==> src/hdl/iau_pkg.sv <==
// Shared constants and types of the indirect address unit
package iau_pkg;

    // ****************************************************************
    // Widths
    // ****************************************************************
    localparam int PTR_W   = 16;
    localparam int RAM_AW  = 12;
    localparam int PROG_AW = 15;
    localparam int DW      = 8;
    localparam int BANK_W  = 5;
    localparam int FA_W    = 7;
    localparam int LIT_W   = 6;

    // ****************************************************************
    // Pointer address map
    // ****************************************************************
    localparam logic [15:0] BANKED_LAST = 16'h0fff;
    localparam logic [15:0] RSV_LO_LAST = 16'h1fff;
    localparam logic [15:0] LIN_FIRST   = 16'h2000;
    localparam logic [15:0] LIN_LAST    = 16'h29ff;
    localparam logic [15:0] PROG_FIRST  = 16'h8000;

    // ****************************************************************
    // Core register addresses inside every bank
    // ****************************************************************
    localparam logic [6:0] FA_PORT0    = 7'h00;
    localparam logic [6:0] FA_PORT1    = 7'h01;
    localparam logic [6:0] FA_PTR_BASE = 7'h04;
    localparam logic [6:0] FA_PTR_LAST = 7'h07;

    // ****************************************************************
    // Linear view layout and reset values
    // ****************************************************************
    localparam logic [6:0]  GPR_BASE   = 7'h20;
    localparam logic [11:0] GPR_BLOCK  = 12'h050;
    localparam logic [15:0] DIV5_MUL   = 16'h00cd;
    localparam int          DIV5_SHIFT = 10;
    localparam logic [15:0] PTR_RESET  = 16'h0000;
    localparam logic [7:0]  ZERO_BYTE  = 8'h00;

    // ****************************************************************
    // Types
    // ****************************************************************
    typedef enum logic [2:0] {
        OP_NONE     = 3'h0,
        OP_BRANCH_W = 3'h1,
        OP_PTR_ADD  = 3'h2,
        OP_LOAD     = 3'h3,
        OP_STORE    = 3'h4,
        OP_FILE_RD  = 3'h5,
        OP_FILE_WR  = 3'h6
    } iau_op_t;

    typedef enum logic [2:0] {
        MD_PRE_INC  = 3'h0,
        MD_PRE_DEC  = 3'h1,
        MD_POST_INC = 3'h2,
        MD_POST_DEC = 3'h3,
        MD_OFFSET   = 3'h4
    } iau_mode_t;

    typedef enum logic [1:0] {
        TG_RAM  = 2'h0,
        TG_PROG = 2'h1,
        TG_ZERO = 2'h2,
        TG_PTR  = 2'h3
    } iau_tgt_t;

    typedef struct packed {
        logic                 valid;
        iau_op_t              op;
        logic                 sel;
        iau_mode_t            mode;
        logic [LIT_W-1:0]     lit;
        logic [FA_W-1:0]      file_addr;
        logic [DW-1:0]        wval;
        logic [PROG_AW-1:0]   pc;
    } iau_req_t;

    typedef struct packed {
        logic                 done;
        logic                 w_write;
        logic [DW-1:0]        rdata;
        logic                 branch_valid;
        logic [PROG_AW-1:0]   branch_pc;
    } iau_rsp_t;

endpackage

==> src/hdl/iau_addr_map.sv <==
// Decoder from a 16-bit pointer address to its backing store
`timescale 1ns/1ps
`default_nettype none

module iau_addr_map (
    input  wire logic [15:0]              addr,
    output iau_pkg::iau_tgt_t             tgt,
    output logic [iau_pkg::RAM_AW-1:0]    ram_addr,
    output logic [iau_pkg::PROG_AW-1:0]   prog_addr,
    output logic [1:0]                    ptr_byte
);
    import iau_pkg::*;

    logic [11:0] lin_off;
    logic [15:0] quot_prod;
    logic [4:0]  lin_bank;
    logic [11:0] blk_start;
    logic [6:0]  blk_off;

    // ****************************************************************
    // Linear view: 80-byte blocks back to back
    // ****************************************************************
    // Divide by 80 as (n/16)/5; multiply by 205 >> 10 is exact below 160
    always_comb begin
        lin_off   = addr[11:0];
        quot_prod = {8'h00, lin_off[11:4]} * DIV5_MUL;
        lin_bank  = quot_prod[DIV5_SHIFT +: BANK_W];
        blk_start = 12'({7'h00, lin_bank} * GPR_BLOCK);
        blk_off   = 7'(lin_off - blk_start);
    end

    // ****************************************************************
    // Region decode
    // ****************************************************************
    always_comb begin
        tgt       = TG_ZERO;
        ram_addr  = addr[11:0];
        prog_addr = addr[14:0];
        ptr_byte  = addr[1:0];
        if (addr >= PROG_FIRST) begin
            tgt = TG_PROG;
        end else if (addr <= BANKED_LAST) begin
            if (addr[6:0] >= FA_PTR_BASE && addr[6:0] <= FA_PTR_LAST) begin
                tgt = TG_PTR;
            end else if (addr[6:0] == FA_PORT0 || addr[6:0] == FA_PORT1) begin
                tgt = TG_ZERO;
            end else begin
                tgt = TG_RAM;
            end
        end else if (addr >= LIN_FIRST && addr <= LIN_LAST) begin
            tgt      = TG_RAM;
            ram_addr = {lin_bank, 7'(GPR_BASE + blk_off)};
        end else begin
            tgt = TG_ZERO;
        end
    end

endmodule

`default_nettype wire

==> src/hdl/iau_top.sv <==
// Indirect addressing, pointer arithmetic and branch-by-W unit
`timescale 1ns/1ps
`default_nettype none

// Contract
// - branch_by_w jumps forward from PC by unsigned W, reach 0 to 255
// - Two independent 16-bit pointer_reg, each with its own indirect_port
// - Pointer 0x0000-0x0FFF reaches the banked special_regs and general_ram
// - Pointer 0x1000-0x1FFF is reserved and reads zero
// - Pointer 0x2000-0x29FF is a linear general_ram view, pointer only
// - Linear view stacks each bank's 80-byte general_ram block back to back
// - Pointer 0x8000-0xFFFF maps to program words 0x0000-0x7FFF
// - Program region reads return the low 8 bits of the word
// - Program region access takes one extra fetch cycle, three in all
// - pointer_add_literal adds signed -32 to 31 into the selected pointer
// - indirect_load_to_w copies the byte at the effective address to W
// - indirect_store_from_w writes W to the effective address
// - Pre-increment bumps the pointer, then accesses the new address
// - Post-increment accesses the current address, then bumps the pointer
// - Pre-decrement lowers the pointer, then accesses the new address
// - Post-decrement accesses the current address, then lowers the pointer
// - Relative mode accesses pointer plus signed -32 to +31
// - Relative mode leaves the pointer unchanged
// - branch_by_w takes two cycles
// - indirect_port access into program memory costs one more cycle
// - Pointer bytes sit at core addresses, pointer zero low at 0x04
module iau_top #(
    parameter int PROG_WORD_W = 14
) (
    input  wire logic                          clk,
    input  wire logic                          rst,
    input  wire iau_pkg::iau_req_t             req,
    input  wire logic [iau_pkg::BANK_W-1:0]    bank_select,
    input  wire logic [iau_pkg::DW-1:0]        ram_rdata,
    input  wire logic [PROG_WORD_W-1:0]        prog_rdata,
    output iau_pkg::iau_rsp_t                  rsp,
    output logic                               busy,
    output logic [iau_pkg::PTR_W-1:0]          pointer0,
    output logic [iau_pkg::PTR_W-1:0]          pointer1,
    output logic [iau_pkg::RAM_AW-1:0]         ram_addr,
    output logic                               ram_wr_en,
    output logic [iau_pkg::DW-1:0]             ram_wdata,
    output logic [iau_pkg::PROG_AW-1:0]        prog_addr
);
    import iau_pkg::*;

    // ****************************************************************
    // Elaboration checks
    // ****************************************************************
    generate
        if (PROG_WORD_W < DW) begin : g_bad_width
            $error("PROG_WORD_W must be at least 8");
        end
    endgenerate

    typedef enum logic [3:0] {
        ST_IDLE   = 4'b0001,
        ST_FETCH  = 4'b0010,
        ST_ACCESS = 4'b0100,
        ST_BRANCH = 4'b1000
    } iau_state_t;

    // ****************************************************************
    // State
    // ****************************************************************
    iau_state_t            state;
    iau_state_t            next_state;
    logic [PTR_W-1:0]      ptr      [2];
    logic [PTR_W-1:0]      next_ptr [2];
    iau_rsp_t              next_rsp;
    logic                  next_busy;
    logic [RAM_AW-1:0]     next_ram_addr;
    logic                  next_ram_wr_en;
    logic [DW-1:0]         next_ram_wdata;
    logic [PROG_AW-1:0]    next_prog_addr;
    iau_tgt_t              acc_tgt;
    iau_tgt_t              next_acc_tgt;
    logic [1:0]            acc_byte;
    logic [1:0]            next_acc_byte;
    logic                  acc_write;
    logic                  next_acc_write;
    logic                  acc_to_w;
    logic                  next_acc_to_w;
    logic [DW-1:0]         prog_byte;
    logic [DW-1:0]         next_prog_byte;
    logic [PROG_AW-1:0]    br_pc;
    logic [PROG_AW-1:0]    next_br_pc;

    // ****************************************************************
    // Request decode
    // ****************************************************************
    logic [PTR_W-1:0]      sel_ptr;
    logic [PTR_W-1:0]      lit_ext;
    logic [PTR_W-1:0]      eff_addr;
    logic [PTR_W-1:0]      upd_ptr;
    logic                  is_mem_op;
    logic                  is_write;
    logic                  is_direct;
    iau_tgt_t              map_tgt;
    logic [RAM_AW-1:0]     map_ram_addr;
    logic [PROG_AW-1:0]    map_prog_addr;
    logic [1:0]            map_byte;
    iau_tgt_t              req_tgt;
    logic [RAM_AW-1:0]     req_ram_addr;
    logic [1:0]            req_byte;
    logic [DW-1:0]         acc_rdata;

    function automatic logic is_ptr_file(input logic [FA_W-1:0] fa);
        is_ptr_file = (fa >= FA_PTR_BASE) && (fa <= FA_PTR_LAST);
    endfunction

    function automatic logic is_port_file(input logic [FA_W-1:0] fa);
        is_port_file = (fa == FA_PORT0) || (fa == FA_PORT1);
    endfunction

    always_comb begin
        lit_ext   = {{(PTR_W-LIT_W){req.lit[LIT_W-1]}}, req.lit};
        is_write  = (req.op == OP_STORE) || (req.op == OP_FILE_WR);
        is_mem_op = (req.op == OP_LOAD) || (req.op == OP_STORE) ||
                    (req.op == OP_FILE_RD) || (req.op == OP_FILE_WR);
        is_direct = (req.op == OP_FILE_RD || req.op == OP_FILE_WR) &&
                    !is_port_file(req.file_addr);
        // A file access to an indirect port uses the pointer the port names
        if (req.op == OP_FILE_RD || req.op == OP_FILE_WR) begin
            sel_ptr = ptr[req.file_addr[0]];
        end else begin
            sel_ptr = ptr[req.sel];
        end
        eff_addr = sel_ptr;
        upd_ptr  = sel_ptr;
        if (req.op == OP_PTR_ADD) begin
            upd_ptr = sel_ptr + lit_ext;
        end else if (req.op == OP_LOAD || req.op == OP_STORE) begin
            case (req.mode)
                MD_PRE_INC: begin
                    upd_ptr  = sel_ptr + 16'h0001;
                    eff_addr = upd_ptr;
                end
                MD_PRE_DEC: begin
                    upd_ptr  = sel_ptr - 16'h0001;
                    eff_addr = upd_ptr;
                end
                MD_POST_INC: begin
                    upd_ptr = sel_ptr + 16'h0001;
                end
                MD_POST_DEC: begin
                    upd_ptr = sel_ptr - 16'h0001;
                end
                MD_OFFSET: begin
                    eff_addr = sel_ptr + lit_ext;
                end
                default: begin
                    upd_ptr = sel_ptr;
                end
            endcase
        end
    end

    iau_addr_map u_map (
        .addr      (eff_addr),
        .tgt       (map_tgt),
        .ram_addr  (map_ram_addr),
        .prog_addr (map_prog_addr),
        .ptr_byte  (map_byte)
    );

    // Direct file accesses bypass the pointer map and use the bank
    always_comb begin
        req_tgt      = map_tgt;
        req_ram_addr = map_ram_addr;
        req_byte     = map_byte;
        if (is_direct) begin
            req_byte     = req.file_addr[1:0];
            req_ram_addr = {bank_select, req.file_addr};
            req_tgt      = is_ptr_file(req.file_addr) ? TG_PTR : TG_RAM;
        end
    end

    // ****************************************************************
    // Read data selection in the access cycle
    // ****************************************************************
    always_comb begin
        case (acc_tgt)
            TG_RAM:  acc_rdata = ram_rdata;
            TG_PROG: acc_rdata = prog_byte;
            TG_PTR:  acc_rdata = ptr[acc_byte[1]][acc_byte[0]*8 +: 8];
            default: acc_rdata = ZERO_BYTE;
        endcase
    end

    // ****************************************************************
    // Next-state logic
    // ****************************************************************
    always_comb begin
        next_state     = state;
        next_ptr       = ptr;
        next_rsp       = '0;
        next_rsp.rdata = rsp.rdata;
        next_ram_addr  = ram_addr;
        next_ram_wr_en = 1'b0;
        next_ram_wdata = ram_wdata;
        next_prog_addr = prog_addr;
        next_acc_tgt   = acc_tgt;
        next_acc_byte  = acc_byte;
        next_acc_write = acc_write;
        next_acc_to_w  = acc_to_w;
        next_prog_byte = prog_byte;
        next_br_pc     = br_pc;
        case (state)
            ST_IDLE: begin
                if (req.valid && req.op == OP_BRANCH_W) begin
                    // Zero-extended W, so the jump never goes backwards
                    next_br_pc = req.pc + {7'h00, req.wval};
                    next_state = ST_BRANCH;
                end else if (req.valid && req.op == OP_PTR_ADD) begin
                    next_ptr[req.sel] = upd_ptr;
                    next_rsp.done     = 1'b1;
                end else if (req.valid && is_mem_op) begin
                    // Load and store write upd_ptr back; relative mode leaves it equal to the pointer
                    if (!is_direct && req.op != OP_FILE_RD && req.op != OP_FILE_WR) begin
                        next_ptr[req.sel] = upd_ptr;
                    end
                    next_acc_tgt   = req_tgt;
                    next_acc_byte  = req_byte;
                    next_acc_write = is_write;
                    next_acc_to_w  = (req.op == OP_LOAD);
                    next_ram_addr  = req_ram_addr;
                    next_ram_wdata = req.wval;
                    next_prog_addr = map_prog_addr;
                    if (req_tgt == TG_PROG) begin
                        next_state = ST_FETCH;
                    end else begin
                        next_ram_wr_en = is_write && (req_tgt == TG_RAM);
                        next_state     = ST_ACCESS;
                    end
                end
            end
            ST_FETCH: begin
                next_prog_byte = prog_rdata[DW-1:0];
                next_state     = ST_ACCESS;
            end
            ST_ACCESS: begin
                next_rsp.done = 1'b1;
                if (acc_write) begin
                    // Program and reserved targets drop the write
                    if (acc_tgt == TG_PTR) begin
                        next_ptr[acc_byte[1]][acc_byte[0]*8 +: 8] = ram_wdata;
                    end
                end else begin
                    next_rsp.rdata   = acc_rdata;
                    next_rsp.w_write = acc_to_w;
                end
                next_state = ST_IDLE;
            end
            ST_BRANCH: begin
                next_rsp.done         = 1'b1;
                next_rsp.branch_valid = 1'b1;
                next_rsp.branch_pc    = br_pc;
                next_state            = ST_IDLE;
            end
            default: begin
                next_state = ST_IDLE;
            end
        endcase
        next_busy = (next_state != ST_IDLE);
    end

    // ****************************************************************
    // Registers
    // ****************************************************************
    always_ff @(posedge clk or posedge rst) begin
        if (rst) begin
            state     <= ST_IDLE;
            ptr[0]    <= PTR_RESET;
            ptr[1]    <= PTR_RESET;
            rsp       <= '0;
            busy      <= 1'b0;
            ram_addr  <= '0;
            ram_wr_en <= 1'b0;
            ram_wdata <= '0;
            prog_addr <= '0;
            acc_tgt   <= TG_ZERO;
            acc_byte  <= '0;
            acc_write <= 1'b0;
            acc_to_w  <= 1'b0;
            prog_byte <= '0;
            br_pc     <= '0;
        end else begin
            state     <= next_state;
            ptr       <= next_ptr;
            rsp       <= next_rsp;
            busy      <= next_busy;
            ram_addr  <= next_ram_addr;
            ram_wr_en <= next_ram_wr_en;
            ram_wdata <= next_ram_wdata;
            prog_addr <= next_prog_addr;
            acc_tgt   <= next_acc_tgt;
            acc_byte  <= next_acc_byte;
            acc_write <= next_acc_write;
            acc_to_w  <= next_acc_to_w;
            prog_byte <= next_prog_byte;
            br_pc     <= next_br_pc;
        end
    end

    // Pointer copies for the outside are registered alongside ptr
    always_ff @(posedge clk or posedge rst) begin
        if (rst) begin
            pointer0 <= PTR_RESET;
            pointer1 <= PTR_RESET;
        end else begin
            pointer0 <= next_ptr[0];
            pointer1 <= next_ptr[1];
        end
    end

endmodule

`default_nettype wire

==> config.mk <==
export PLATFORM = sky130hd
export DESIGN_NAME = iau_top
export DESIGN_NICKNAME = d
export VERILOG_FILES = /design/src/hdl/iau_pkg.sv /design/src/hdl/iau_addr_map.sv /design/src/hdl/iau_top.sv
export SDC_FILE = /design/constraint.sdc
export NUM_CORES = 1
export LEC_CHECK = 0
export BUFFER_PORTS_ARGS = -buffer_cell sky130_fd_sc_hd__buf_2
export CAP_MARGIN = 25
export CORE_UTILIZATION = 36
export DETAILED_ROUTE_END_ITERATION = 10
export REMOVE_ABC_BUFFERS = 1
export SKIP_LAST_GASP = 1
export SYNTH_ARGS = -nofsm -noshare
export SYNTH_HDL_FRONTEND = slang
export SYNTH_HIERARCHICAL = 1
export SYNTH_SLANG_ARGS = --single-unit
export TNS_END_PERCENT = 1
==> constraint.sdc <==
create_clock -name clk -period 21.5 [get_ports clk]
set_input_delay 4.3 -clock clk [delete_from_list [all_inputs] [get_ports clk]]
set_output_delay 4.3 -clock clk [all_outputs]
set_load 0.03 [all_outputs]
# ---- Word-level counts from Yosys, hierarchy flattened
# Cells that the tools add are included.
dict set report classes {
  add_sub_neg 7
  n_mul 2
  n_div 0
  order_cmp 13
  n_eq_ne 27
  shifts 3
  mux 58
  bitwise_logic 6
  n_reduce_logical 34
}
# cell count
set ops {}
lappend ops {{16-bit two-way mux} 17}
lappend ops {{32-bit two-way mux} 6}
lappend ops {{32-bit bitwise mux} 2}
lappend ops {{32-bit one-hot mux with 2 select lines} 1}
lappend ops {{12-bit two-way mux} 4}
lappend ops {{16-bit one-hot mux with 3 select lines} 1}
lappend ops {{4-bit negation with 34-bit output} 1}
lappend ops {{8-bit by 34-bit variable shift with 16-bit output, first input constant} 1}
lappend ops {{8-bit by 34-bit variable part select with 16-bit output} 1}
lappend ops {{16-bit demux with 1-bit select} 2}
lappend ops {{16-bit one-hot mux with 2 select lines} 1}
lappend ops {{8-bit one-hot mux with 3 select lines} 1}
lappend ops {{9-bit two-way mux} 2}
lappend ops {{16-bit by 1-bit adder with 16-bit output, second input constant} 1}
lappend ops {{16-bit adder} 1}
lappend ops {{16-bit by 14-bit greater-or-equal comparator with 1-bit output, second input constant} 1}
lappend ops {{16-bit greater-or-equal comparator, second input constant} 1}
lappend ops {{16-bit by 12-bit <= comparator with 1-bit output, second input constant} 1}
lappend ops {{16-bit by 14-bit <= comparator with 1-bit output, second input constant} 1}
lappend ops {{2-bit two-way mux} 8}
lappend ops {{16-bit by 5-bit variable part select with 8-bit output} 1}
lappend ops {{16-bit by 1-bit subtractor with 16-bit output, second input constant} 1}
lappend ops {{15-bit by 8-bit adder with 15-bit output} 1}
lappend ops {{8-bit by 8-bit multiplier with 15-bit output, second input constant} 1}
lappend ops {{other kinds (38)} 92}
dict set report totals {
  reg_bits 128
  latchBits 0
  ram_bits 0
  romBits 0
  in_bits 73
  output_inout_bits 95
  elab_cells 169
  mem_count 0
}

# ---- Longest topological paths before layout
# Gate-level depths: netlist of run 1.
dict set report logic_depth {
  word_depth 23
  depth_mapped 42
  ltp_nobuf 38
}

# ---- Modules after synthesis
# Netlist of run 1, hierarchy kept.
# module n_inst cells_per_inst area_each_um2 seq_area_each_um2
set by_module_without_submodules {}
lappend by_module_without_submodules {iau_top 1 943 8597.0 3205.6}
lappend by_module_without_submodules {iau_addr_map 1 221 1844.3 0.0}

# ---- Worst setup path after synthesis of run 1
# No wires, ideal clock.
dict set report synth_timing {
  kind {input to register}
  startpoint {in req[41] in the netlist's numbering}
  endpoint {reg ram_addr[6] in the netlist's numbering}
  setup_ps 83
  t_arrival_ps 12816
  t_required_ps 21417
  path_slack_ps 8602
  stages 40
  n_path_buf 3
  path_cell_list {buf_4 -> xor2_2 -> and3_1 -> nor2_2 -> buf_6 -> buf_2 -> mux2i_1 -> inv_1 -> ha_1 -> a21o_1 -> a21oi_1 -> o21a_1 -> o21ai_0 -> a21oi_1 -> a21oi_1 -> xor2_1 -> a32oi_1 -> o21ai_0 -> [... 4 more ...] -> inv_1 -> fa_1 -> ha_1 -> ha_1 -> and3_2 -> a211o_1 -> a311oi_1 -> ha_1 -> ha_1 -> and2_1 -> a311o_1 -> a21oi_1 -> xor2_1 -> xnor2_1 -> mux2i_1 -> xnor2_1 -> mux2i_1 -> o21ai_0}
}
dict set report synth_via {
  elab_chain_cells 15
  elab_cells_between_ends 37
  cone_classes {add/sub: 5; mul: 2; order compare: 4; eq/ne: 6; mux: 8; bitwise: 2; reduce/logical: 10}
}
# element line_no
set synth_lines {}
lappend synth_lines {{from (decl)} iau_top.sv:32} ;# input wire iau_pkg::iau_req_t req,
lappend synth_lines {{3-bit equality test} iau_top.sv:124} ;# if (req.op == OP_FILE_RD || req.op == OP_FILE_WR) begin
lappend synth_lines {{1-bit logical OR} iau_top.sv:124}
lappend synth_lines {{16-bit two-way mux} iau_top.sv:124}
lappend synth_lines {{16-bit adder, or another cell as far along} iau_top.sv:150} ;# eff_addr = sel_ptr + lit_ext;
lappend synth_lines {{16-bit one-hot mux with 3 select lines} iau_top.sv:134} ;# case (req.mode)
lappend synth_lines {{16-bit two-way mux} iau_top.sv:133} ;# end else if (req.op == OP_LOAD || req.op == OP_STORE) begin
lappend synth_lines {{16-bit two-way mux *} iau_top.sv:131} ;# if (req.op == OP_PTR_ADD) begin
lappend synth_lines {{named net eff_addr[11]} iau_top.sv:94} ;# logic [PTR_W-1:0] eff_addr;
lappend synth_lines {{8-bit by 8-bit multiplier with 15-bit output} iau_addr_map.sv:26} ;# quot_prod = {8'h00, lin_off[11:4]} * DIV5_MUL;
lappend synth_lines {{5-bit by 3-bit multiplier with 3-bit output} iau_addr_map.sv:28} ;# blk_start = 12'({7'h00, lin_bank} * GPR_BLOCK);
lappend synth_lines {{7-bit subtractor} iau_addr_map.sv:29} ;# blk_off = 7'(lin_off - blk_start);
lappend synth_lines {{6-bit by 7-bit adder with 7-bit output} iau_addr_map.sv:52} ;# ram_addr = {lin_bank, 7'(GPR_BASE + blk_off)};
lappend synth_lines {{12-bit two-way mux} iau_addr_map.sv:50} ;# end else if (addr >= LIN_FIRST && addr <= LIN_LAST) begin
lappend synth_lines {{12-bit two-way mux} iau_addr_map.sv:42} ;# end else if (addr <= BANKED_LAST) begin
lappend synth_lines {{12-bit two-way mux *} iau_addr_map.sv:40} ;# if (addr >= PROG_FIRST) begin
lappend synth_lines {{named net map_ram_addr[6]} iau_top.sv:100} ;# logic [RAM_AW-1:0] map_ram_addr;
lappend synth_lines {{12-bit two-way mux *} iau_top.sv:172} ;# if (is_direct) begin
lappend synth_lines {{to (signal assigned)} iau_top.sv:293} ;# ram_addr <= next_ram_addr;
lappend synth_lines {{to (decl)} iau_top.sv:40} ;# output logic [iau_pkg::RAM_AW-1:0] ram_addr,
# The timed path passes the listed nets; every way through them passes the cells marked *.
# A chain may end at the register's enable or synchronous reset.

# ---- Final worst setup path of run 1
dict set report layout_timing {
  startpoint {in req[40] in the netlist's numbering}
  endpoint {reg ram_addr[6] in the netlist's numbering}
}
# The elaborated chain is that of the path after synthesis.

==> out/results.md, run 1 <==
- finished clean — result of the run
- br_pc[8] — HP Start
- 0 — number of failing hold endpoints at the final stage
- 22.46% — share of final-layout standard cells stronger than drive strength 1
- 1887 uW — total power consumption of the routed design
- 18.90 um — final routed wire length divided by cell count
- 21.84% — combined global-route utilization of all metal layers
- 430 ps — latest clock arrival within the worst-skew pair
- 10.29% — mux share of post-synthesis cell area
- dfrtp_1 — Post-synth top flop
- 86 — number of distinct library cells after synthesis
- reg2reg — Hold WC Path Type
- 0.9098 — last weighted congestion value of the routability-driven placer
- 8963 — number of global-route vias before repair
- compound AO/OA/AOI/OAI gates — gate family responsible for the most delay along the worst path
- flop — element type at the critical path end
- primary input — startpoint class of the critical path
- 37.07% — starting utilization of the core area
- 30.70% — proportion of synthesized chip area in sequential cells
- 15.67% — post-synthesis share of cell area spent on and, or, nand and nor gates
- yes — clock tree from TritonCTS
- 128 — Clock Sinks
- 69.02 MHz — FMAX
- 20 — Max FO, Critical Path
- 0 — Post-synth EDFFs
- 17 — number of buffers inserted during clock tree synthesis
- 0 — DRC Markers
- ha_1 — critical path's most frequent cell
- 799 — number of DRC violations after detailed-routing iteration 0
- o22ai_1 — Slowest-stage cell, CP
- req[40] — timing startpoint of the critical path
- 6 — Yosys warnings
- 6 — First-pass DRT Iterations
- 28160 um2 — CORE AREA
- 168 — count of pins on the block boundary
- 1164 — Syn Inst Count
- 2756 — count of filler cells inserted in the layout
- 0 — initial antenna violation count
- 12.29% — synthesized-area fraction occupied by adder cells
- 24300 um — detailed placer's ending HPWL
- 31740 um — routed wire length
- 8.970 um2 — synthesized area divided by synthesized cell count
- 0 — total of max-cap violations
- compound AO/OA/AOI/OAI gates — main combinational cell family by area after synthesis
- 4.614% — fraction of synthesized cell area in xor and xnor cells
- 0 — cts hold-fix bufs
- 15.03 ps — setup skew after layout
- 0 — final number of setup-violating endpoints
- 0.005944 uW — Static Leak
- 15.91% — Area growth, synth to finish
- 2 — largest buffer count on any clock path
- 21840 ps — Crit path required time
- 0 — number of max-slew violations in the final report
- 14830 ps — crit path DAT
- 6 — count of buffer and inverter cells on the critical path
- pointer1[3] — start of the worst register-to-register path
- clkbuf_16 — CTS Root Buffer Type
- 0.09985 mV — worst IR drop on VDD
- 0 — GRT overflow
- 49550 um — first-pass GRT wire length
- 61 — standard-cell row count
- 720 ps — maximum single-stage delay on the critical path
- 71 — maximum number of pins on one net before global-route repair
- 0 — post-route ant nets
- 100.0% — proportion of register bits with asynchronous set or reset after synthesis
- 0 ps — aggregate negative setup slack
- 67.39% — Period Utilization, post-route
- 9338 — overall via count from detail_route
- 19.92% — Synth Area in Compound Gates
- 161 — quantity of I/O buffers inserted on ports
- 10440 um2 — cell area after technology mapping
- 155.9 nW/um2 — total power per unit cell area
- 0 — PostCTS Resize Cnt
- false — setup repair after global routing missed its margin
- 1456 — Final #Nets
- in2reg — start-to-end type of the worst setup path
- 172.3 um — die boundary width
- 29690 um2 — area of the die
- 994.7 ps — Tightest Pin Transition
- 6594 um2 — area of combinational cells with multiple inputs
- 14490 ps — final critical-path required period
- 4 — H-tree levels
- 3206 um2 — sequential standard cell area
- 0 — number of setup buffers added after CTS
- 5.562 — post-detailed-route via-to-cell ratio
- 33.69% — worst-case headroom to the max-slew limit
- 128 — number of synthesized register bits
- 70 ps — CTS clk-pin slew, worst paths
- 172.3 um — overall die height
through the flow:
| step | cells | worst slack [ps] | instance area, um2 | hold WS, ps | util, % |
|---|---|---|---|---|---|
| 2_1_floorplan | 1088 | 8131 | 10040 | 437.4 | - |
| 4_1_cts | 1676 | 7002 | 12080 | 472.7 | 42.89 |
| 6_report | 1679 | 7012 | 12100 | 468.4 | 42.97 |
| 3_3_place_gp | 1643 | 6750 | 11480 | 449.7 | 40.78 |
| 3_5_place_dp | 1644 | 6590 | 11490 | 457.0 | 40.81 |
| 5_1_grt | 1678 | 6355 | 12100 | 489.0 | 42.96 |
power breakdown:
part / leakage [uW] / switching (uW) / internal [uW]
logic: 0.00399 / 705 / 452
registers: 0.00167 / 111 / 328
clock network: 0.000286 / 117 / 173
total: 0.00594 / 934 / 953
flip-flops by register name (all words and copies together), names as in the netlist:
register / cells
acc_to_w: 1
acc_tgt: 2
acc_write: 1
state: 4
prog_byte: 8
ram_addr: 12
pointer1: 16
busy: 1
ram_wr_en: 1
acc_byte: 2
pointer0: 16
prog_addr: 15
ram_wdata: 8
rsp: 26
br_pc: 15
logic make-up after synthesis:
kind of cell,after synthesis
AO/OA/AOI/OAI,317
multiplexers,91
buffers and inverters,151
XOR/XNOR,52
AND/OR/NAND/NOR,329
flip-flops,128
adder cells (fa/ha/maj),96
area by class of cell:
type / count / share of cell area [%]
Multi-Input combinational cell: 885 / 54.48
Sequential cell: 128 / 26.49
Timing Repair Buffer: 180 / 7.898
Tap cell: 378 / 3.908
Clock buffer: 18 / 3.546
Inverter: 75 / 2.367
Clock inverter: 14 / 1.292
Antenna cell: 1 / 0.02068
cell usage after synthesis (8+ instances only):
master | instances | area (um2)
dfrtp_1 | 126 | 3153
nand2_1 | 114 | 427.9
o21ai_0 | 102 | 510.5
ha_1 | 85 | 1064
inv_1 | 75 | 281.5
nor2_1 | 59 | 221.5
a21oi_1 | 57 | 285.3
mux2i_1 | 41 | 410.4
xnor2_1 | 39 | 341.6
mux2_2 | 38 | 427.9
clkbuf_1 | 37 | 138.9
nor3_1 | 27 | 135.1
a32oi_1 | 24 | 210.2
buf_4 | 22 | 165.2
nand3_1 | 22 | 110.1
and2_1 | 20 | 125.1
nand4_1 | 18 | 112.6
a31oi_1 | 17 | 106.4
a21o_1 | 15 | 112.6
a22oi_1 | 14 | 105.1
and3_1 | 11 | 68.82
fa_1 | 11 | 220.2
xor2_1 | 11 | 96.34
o31ai_1 | 10 | 75.07
buf_1 | 8 | 30.03
mux4_2 | 8 | 180.2
nand2b_1 | 8 | 50.05
o22ai_1 | 8 | 50.05
layer usage:
metal / GRT usage (%) / vias to the layer above / part of all wire (%)
met4: 6.887 / 0 / 2.3
met3: 4.120 / 46 / 7.2
met1: 30.09 / 4476 / 46
li1: - / 4460 / -
met5: 0 / - / 0
met2: 34.38 / 356 / 45
cells in the final DEF, fill, tap and decap left out, types with 5 or more instances in the layout:
master     netlist  final
buf_2            6    161
inv_1           75     74
fa_1            11     11
nand2_1        114    113
or2_2            6      6
clkbuf_16        0     17
o21ai_1          7      7
o21a_1           7      7
and2_1          20     20
o22ai_1          8      8
mux2_2          38     38
inv_6            0      6
nand4_1         18     18
o21ai_0        102    102
nor2b_1          7      7
or3_1            6      6
buf_4           22     18
mux2i_1         41     41
and3_1          11     11
a31oi_1         17     17
or4_1            5      5
xnor2_1         39     39
mux4_2           8      8
o31ai_1         10      9
o211ai_1         5      5
a32oi_1         24     24
nand2b_1         8      8
ha_1            85     85
nor4_1           5      5
nor2_1          59     59
nand3_1         22     22
a211o_1          5      5
a21o_1          15     15
a21oi_1         57     57
nor3_1          27     27
a22oi_1         14     14
xor2_1          11     11
dfrtp_1        126    126
worst register-to-register path, delay by kind of cell (launching register included):
family	cells	cell delay [ps]
xor gates and xnor gates	4	800
muxes	4	1100
DFF	1	460
and+or+nand+nor	2	310
buffers and inverters	5	570
adders and majority gates	8	3100
AOI/OAI and AO/OA	12	3200
path summary, 6_finish.rpt:
path / endpoint / slack (ps) / depth (start not counted)
min in group asynchronous: prog_byte[1] / 3950 / 2
worst min-delay path: br_pc[8] / 470 / 2
worst min register to register: br_pc[8] / 470 / 2
worst max-delay path: ram_addr[6] / 7010 / 38
max in group asynchronous: rsp[22] / 16210 / 3
worst max register to register: ram_addr[6] / 11870 / 35
Power figures use the tool's default switching activity.
==> run 2, diff against run 1 <==
- clock period: 21.5 -> 12.08 ns (I/O delays scaled with it)
==> run 2 against run 1 <==
Effect of this change: combinational power rose by 80%; clock power grew 87%; sequential share of layout area fell by 0.21 points; core utilization rose by 0.35 points; routed wire length fell by 0.78%; global-route usage increased by 0.072 points; final cell count increased by 0.54%; hold slack better by 1.4 ps; worst setup slack worse by 6100 ps; register-to-register slack lost 8600 ps; critical path type unchanged; largest cell class unchanged.
==> out/results.md, run 2 (synthesis results as in run 1) <==
- req[40] — timing startpoint of the critical path
- 12420 ps — Crit path required time
- rsp (26), pointer0 (16), pointer1 (16) — Largest regs
- in2reg — start-to-end type of the worst setup path
- ha_1 — critical path's most frequent cell
- 2766 — count of filler cells inserted in the layout
- ram_addr[6] — endpoint of the worst register-to-register path
- 0 — final number of setup-violating endpoints
- 0 — initial antenna violation count
- 9324 — overall via count from detail_route
- 172.3 um — overall die height
- 3300 ps — worst reg-to-reg setup slack
- false — setup repair after global routing missed its margin
- 0 — antenna cell count
- 3206 um2 — sequential standard cell area
- br_pc[1] — endpoint of the worst hold-timing path
- rsp — Largest Register
- 0 — cts hold-fix bufs
- 430 ps — latest clock arrival within the worst-skew pair
- 11140 ps — final critical-path required period
- 0 — number of setup buffers added after CTS
- 4 — H-tree levels
- 128 — Clock Sinks
- 1688 — number of standard cells in the layout, taps in and fillers out
- flop — element type at the critical path end
- 161 — quantity of I/O buffers inserted on ports
- 16.85% — Area growth, synth to finish
- 279.9 nW/um2 — total power per unit cell area
- buf_2 — most common cell after layout, fill and taps aside
- 0.1867 mV — worst IR drop on VDD
- 168 — count of pins on the block boundary
- 8896 — number of global-route vias before repair
- primary input — startpoint class of the critical path
- 0 — number of max-slew violations in the final report
- 26 — number of flip-flops in the largest register
- 21.91% — combined global-route utilization of all metal layers
- 61 — standard-cell row count
- 43.32% — final core area utilization
- finished clean — result of the run
- 0 ps — aggregate negative setup slack
- reg2reg — Hold WC Path Type
- 6594 um2 — area of combinational cells with multiple inputs
- 681 — number of DRC violations after detailed-routing iteration 0
- 1655 — Post-Place Cells
- fa_1 — Slowest-stage cell, CP
- 172.3 um — die boundary width
- 28160 um2 — CORE AREA
- 0 — post-route ant nets
- 0 — DRC Markers
- 0 — number of failing hold endpoints at the final stage
- 2 — Hold Path Cell Cnt
- 161 x buf_2, 126 x dfrtp_1, 113 x nand2_1, 102 x o21ai_0, 85 x ha_1 — leading cell types in the layout, fill and taps excluded
- 1466 — Final #Nets
- clkbuf_16 — CTS Root Buffer Type
- 71 — maximum number of pins on one net before global-route repair
- 23.05% — share of final-layout standard cells stronger than drive strength 1
- 89.77 MHz — FMAX
- 2 — largest buffer count on any clock path
- 0 — total of max-cap violations
- 11480 ps — crit path DAT
- 5.524 — post-detailed-route via-to-cell ratio
- 10 — Max FO, Critical Path
- 31490 um — routed wire length
- 37.07% — starting utilization of the core area
- 0.005994 uW — Static Leak
- 0.8918 — last weighted congestion value of the routability-driven placer
- 0 — PostCTS Resize Cnt
- 1074 ps — Tightest Pin Transition
- 36 — R2R cell count
- pointer1[3] — start of the worst register-to-register path
- 5 — First-pass DRT Iterations
- 3415 uW — total power consumption of the routed design
- br_pc[1] — HP Start
- 17 — number of buffers inserted during clock tree synthesis
- 28.13% — worst-case headroom to the max-slew limit
- 49900 um — first-pass GRT wire length
- 24260 um — detailed placer's ending HPWL
- 21.79 ps — setup skew after layout
- 530 ps — maximum single-stage delay on the critical path
- 0 — GRT overflow
- 92.21% — Period Utilization, post-route
- 18.66 um — final routed wire length divided by cell count
- yes — clock tree from TritonCTS
- 70 ps — CTS clk-pin slew, worst paths
- 29690 um2 — area of the die
==> run 2: cell types whose count changed in the layout (fill, tap and decap cells not counted), sizes merged <==
cell      delta
buf         +10
diode        -1
inv          -1
bufinv       +1
clkinv       -2
clkinvlp     +2
==> run 2: final cells by class <==
class	instances	area share, %
flip-flops and latches	128	26.27
well taps	378	3.877
clock buffers	18	3.518
clock inverters	14	1.487
repair buffers	190	8.450
inverters	75	2.348
multi-input cells	885	54.05
==> run 2: where the power goes <==
part / internal [uW] / switching (uW) / leakage [uW]
Clock: 328 / 212 / 0.000289
Sequential: 583 / 200 / 0.00167
Combinational: 837 / 1250 / 0.00403
==> run 2: worst max-delay path, delay by kind of cell <==
family / cells / cell delay, ps
xor gates and xnor gates: 5 / 960
AOI/OAI and AO/OA: 13 / 2710
adders and majority gates: 8 / 2920
buffers and inverters: 6 / 780
and+or+nand+nor: 4 / 960
muxes: 3 / 710
==> run 2: how the worst max path moves through the flow <==
stage / end / slack, ps
floorplan: ram_addr[6] / 600
global placement: ram_addr[6] / 700
detailed placement: ram_addr[6] / 570
CTS: ram_addr[6] / 960
global route: ram_addr[6] / 440
finish: ram_addr[6] / 940
==> run 2: per-layer routing <==
layer	wire length [um]	global-route usage [%]	part of all wire [%]
met5	0	0	0
met2	14390	34.55	46
met4	343	4.771	1.1
met1	14260	30.85	45
met3	2499	4.303	7.9
==> run 2: metrics by stage <==
step                hold slack (ps)  setup WS (ps)  area (um2)
CTS                           470.6          962.3       12190
floorplan                     437.4          595.0       10040
global route                  489.9          435.9       12200
global placement              451.1          701.2       11570
detailed placement            454.7          573.6       11570
finish                        469.8          941.0       12200
==> run 3, diff against run 2 <==
- BUFFER_PORTS_ARGS: -buffer_cell sky130_fd_sc_hd__buf_2 -> unset
- DONT_BUFFER_PORTS: unset -> 1
==> run 3 against run 2 <==
Effect of this change: cell area fell by 6.6%; sequential share of layout area increased by 1.9 points; die area is the same; clock skew down 11 ps; sequential cell count did not move; fmax grew 0.40%; critical endpoint unchanged; largest power group unchanged.
==> out/results.md, run 3 (synthesis results as in run 1) <==
- finished clean — result of the run
- dfrtp_1 — most common cell after layout, fill and taps aside
- 36 — R2R cell count
- 20.25 um — final routed wire length divided by cell count
- ram_addr[6] — endpoint of the worst register-to-register path
- 91.84% — Period Utilization, post-route
- 38 — number of cells on the critical path
- ha_1 — critical path's most frequent cell
- 47430 um — first-pass GRT wire length
- 3317 uW — total power consumption of the routed design
- fa_1 — Slowest-stage cell, CP
- 291.2 nW/um2 — total power per unit cell area
- 0 — total of max-cap violations
- 126 x dfrtp_1, 113 x nand2_1, 102 x o21ai_0, 85 x ha_1, 74 x inv_1 — leading cell types in the layout, fill and taps excluded
- 0.005255 uW — Static Leak
- 12420 ps — Crit path required time
- 61 — standard-cell row count
- false — setup repair after global routing missed its margin
- 3130 ps — worst reg-to-reg setup slack
- 23600 um — detailed placer's ending HPWL
- 70 — maximum number of pins on one net before global-route repair
- 17 — number of buffers inserted during clock tree synthesis
- 26 — number of flip-flops in the largest register
- 0 — number of failing hold endpoints at the final stage
- 2 — largest buffer count on any clock path
- 6 — First-pass DRT Iterations
- rsp (26), pointer0 (16), pointer1 (16) — Largest regs
- 934 — number of DRC violations after detailed-routing iteration 0
- 5.766 — post-detailed-route via-to-cell ratio
- 0 — number of setup buffers added after CTS
- 37.07% — starting utilization of the core area
- 168 — count of pins on the block boundary
- 0 ps — aggregate negative setup slack
- 90.14 MHz — FMAX
- 10.51 ps — setup skew after layout
- 0 — DRC Markers
- 0 — cts hold-fix bufs
- 0 — initial antenna violation count
- 1301 — Final #Nets
- 0.9315 — last weighted congestion value of the routability-driven placer
- 12.05% — share of final-layout standard cells stronger than drive strength 1
- 40.44% — final core area utilization
- 985.7 ps — post-route setup slack
- reg2reg — Hold WC Path Type
- 1104 ps — Tightest Pin Transition
- 5 — count of buffer and inverter cells on the critical path
- adder cells — gate family responsible for the most delay along the worst path
- 11 — Max FO, Critical Path
- flop — element type at the critical path end
- 468.3 ps — final hold slack
- 8370 — number of global-route vias before repair
- 172.3 um — die boundary width
- req[40] — timing startpoint of the critical path
- 420 ps — latest clock arrival within the worst-skew pair
- 28160 um2 — CORE AREA
- pointer1[3] — start of the worst register-to-register path
- 4 — H-tree levels
- 21.11% — combined global-route utilization of all metal layers
- 0 — GRT overflow
- yes — clock tree from TritonCTS
- 172.3 um — overall die height
- 128 — Clock Sinks
- 11090 ps — final critical-path required period
- 0 — final number of setup-violating endpoints
- 29690 um2 — area of the die
- 9.084% — Area growth, synth to finish
- 0 — number of max-slew violations in the final report
- 0.1763 mV — worst IR drop on VDD
- 0 — post-route ant nets
- 60 ps — CTS clk-pin slew, worst paths
- rsp — Largest Register
- 0 — PostCTS Resize Cnt
- 11430 ps — crit path DAT
- 26.13% — worst-case headroom to the max-slew limit
- 0 — antenna cell count
- 0 — quantity of I/O buffers inserted on ports
- primary input — startpoint class of the critical path
- 637.7 ps — Setup Slack @ Placement
- in2reg — start-to-end type of the worst setup path
- 530 ps — maximum single-stage delay on the critical path
- clkbuf_16 — CTS Root Buffer Type
- 8782 — overall via count from detail_route
- ram_addr[6] — CP endpoint
- 30840 um — routed wire length
run 3: area by class of cell:
| class | count | area (um2) |
|---|---|---|
| well taps | 378 | 473.0 |
| flip-flops and latches | 128 | 3206 |
| inverters | 75 | 286.5 |
| clock inverters | 12 | 180.2 |
| clock buffers | 20 | 466.7 |
| repair buffers | 25 | 192.7 |
| fillers | 2793 | 16770 |
| multi-input cells | 885 | 6585 |
run 3: how the worst min path moves through the flow:
stage / from / to / depth (start not counted)
after CTS: acc_write / acc_write / 1
after detailed placement: acc_write / acc_write / 1
final: acc_write / acc_write / 1
after global placement: acc_write / acc_write / 1
after floorplan: br_pc[0] / br_pc[0] / 2
after global routing: br_pc[1] / br_pc[1] / 2
run 3: stage by stage:
stage / instances / instance area (um2)
finish: 1523 / 11390
global route: 1523 / 11390
CTS: 1521 / 11370
detailed placement: 1489 / 10720
global placement: 1489 / 10720
floorplan: 1088 / 10040
run 3: worst register-to-register path: cells and delay by family (launching register included):
kind / cells / cell delay [ps]
buffers and inverters: 6 / 670
AOI/OAI and AO/OA: 12 / 2480
and+or+nand+nor: 2 / 320
adders and majority gates: 8 / 2920
xor gates and xnor gates: 4 / 810
muxes: 4 / 1130
DFF: 1 / 560
run 3: layer usage:
layer	global-route usage (%)	routed length (um)	vias to the layer above
met5	0	0	-
met4	7.695	837	0
met3	6.615	3245	50
met2	32.38	13740	366
met1	27.74	13010	4214
li1	-	-	4152
run 3: where the power goes:
part	internal, uW	switching, uW	leakage [uW]
logic	753	962	0.00328
clock network	363	202	0.000301
registers	578	459	0.00167
total	1690	1620	0.00525
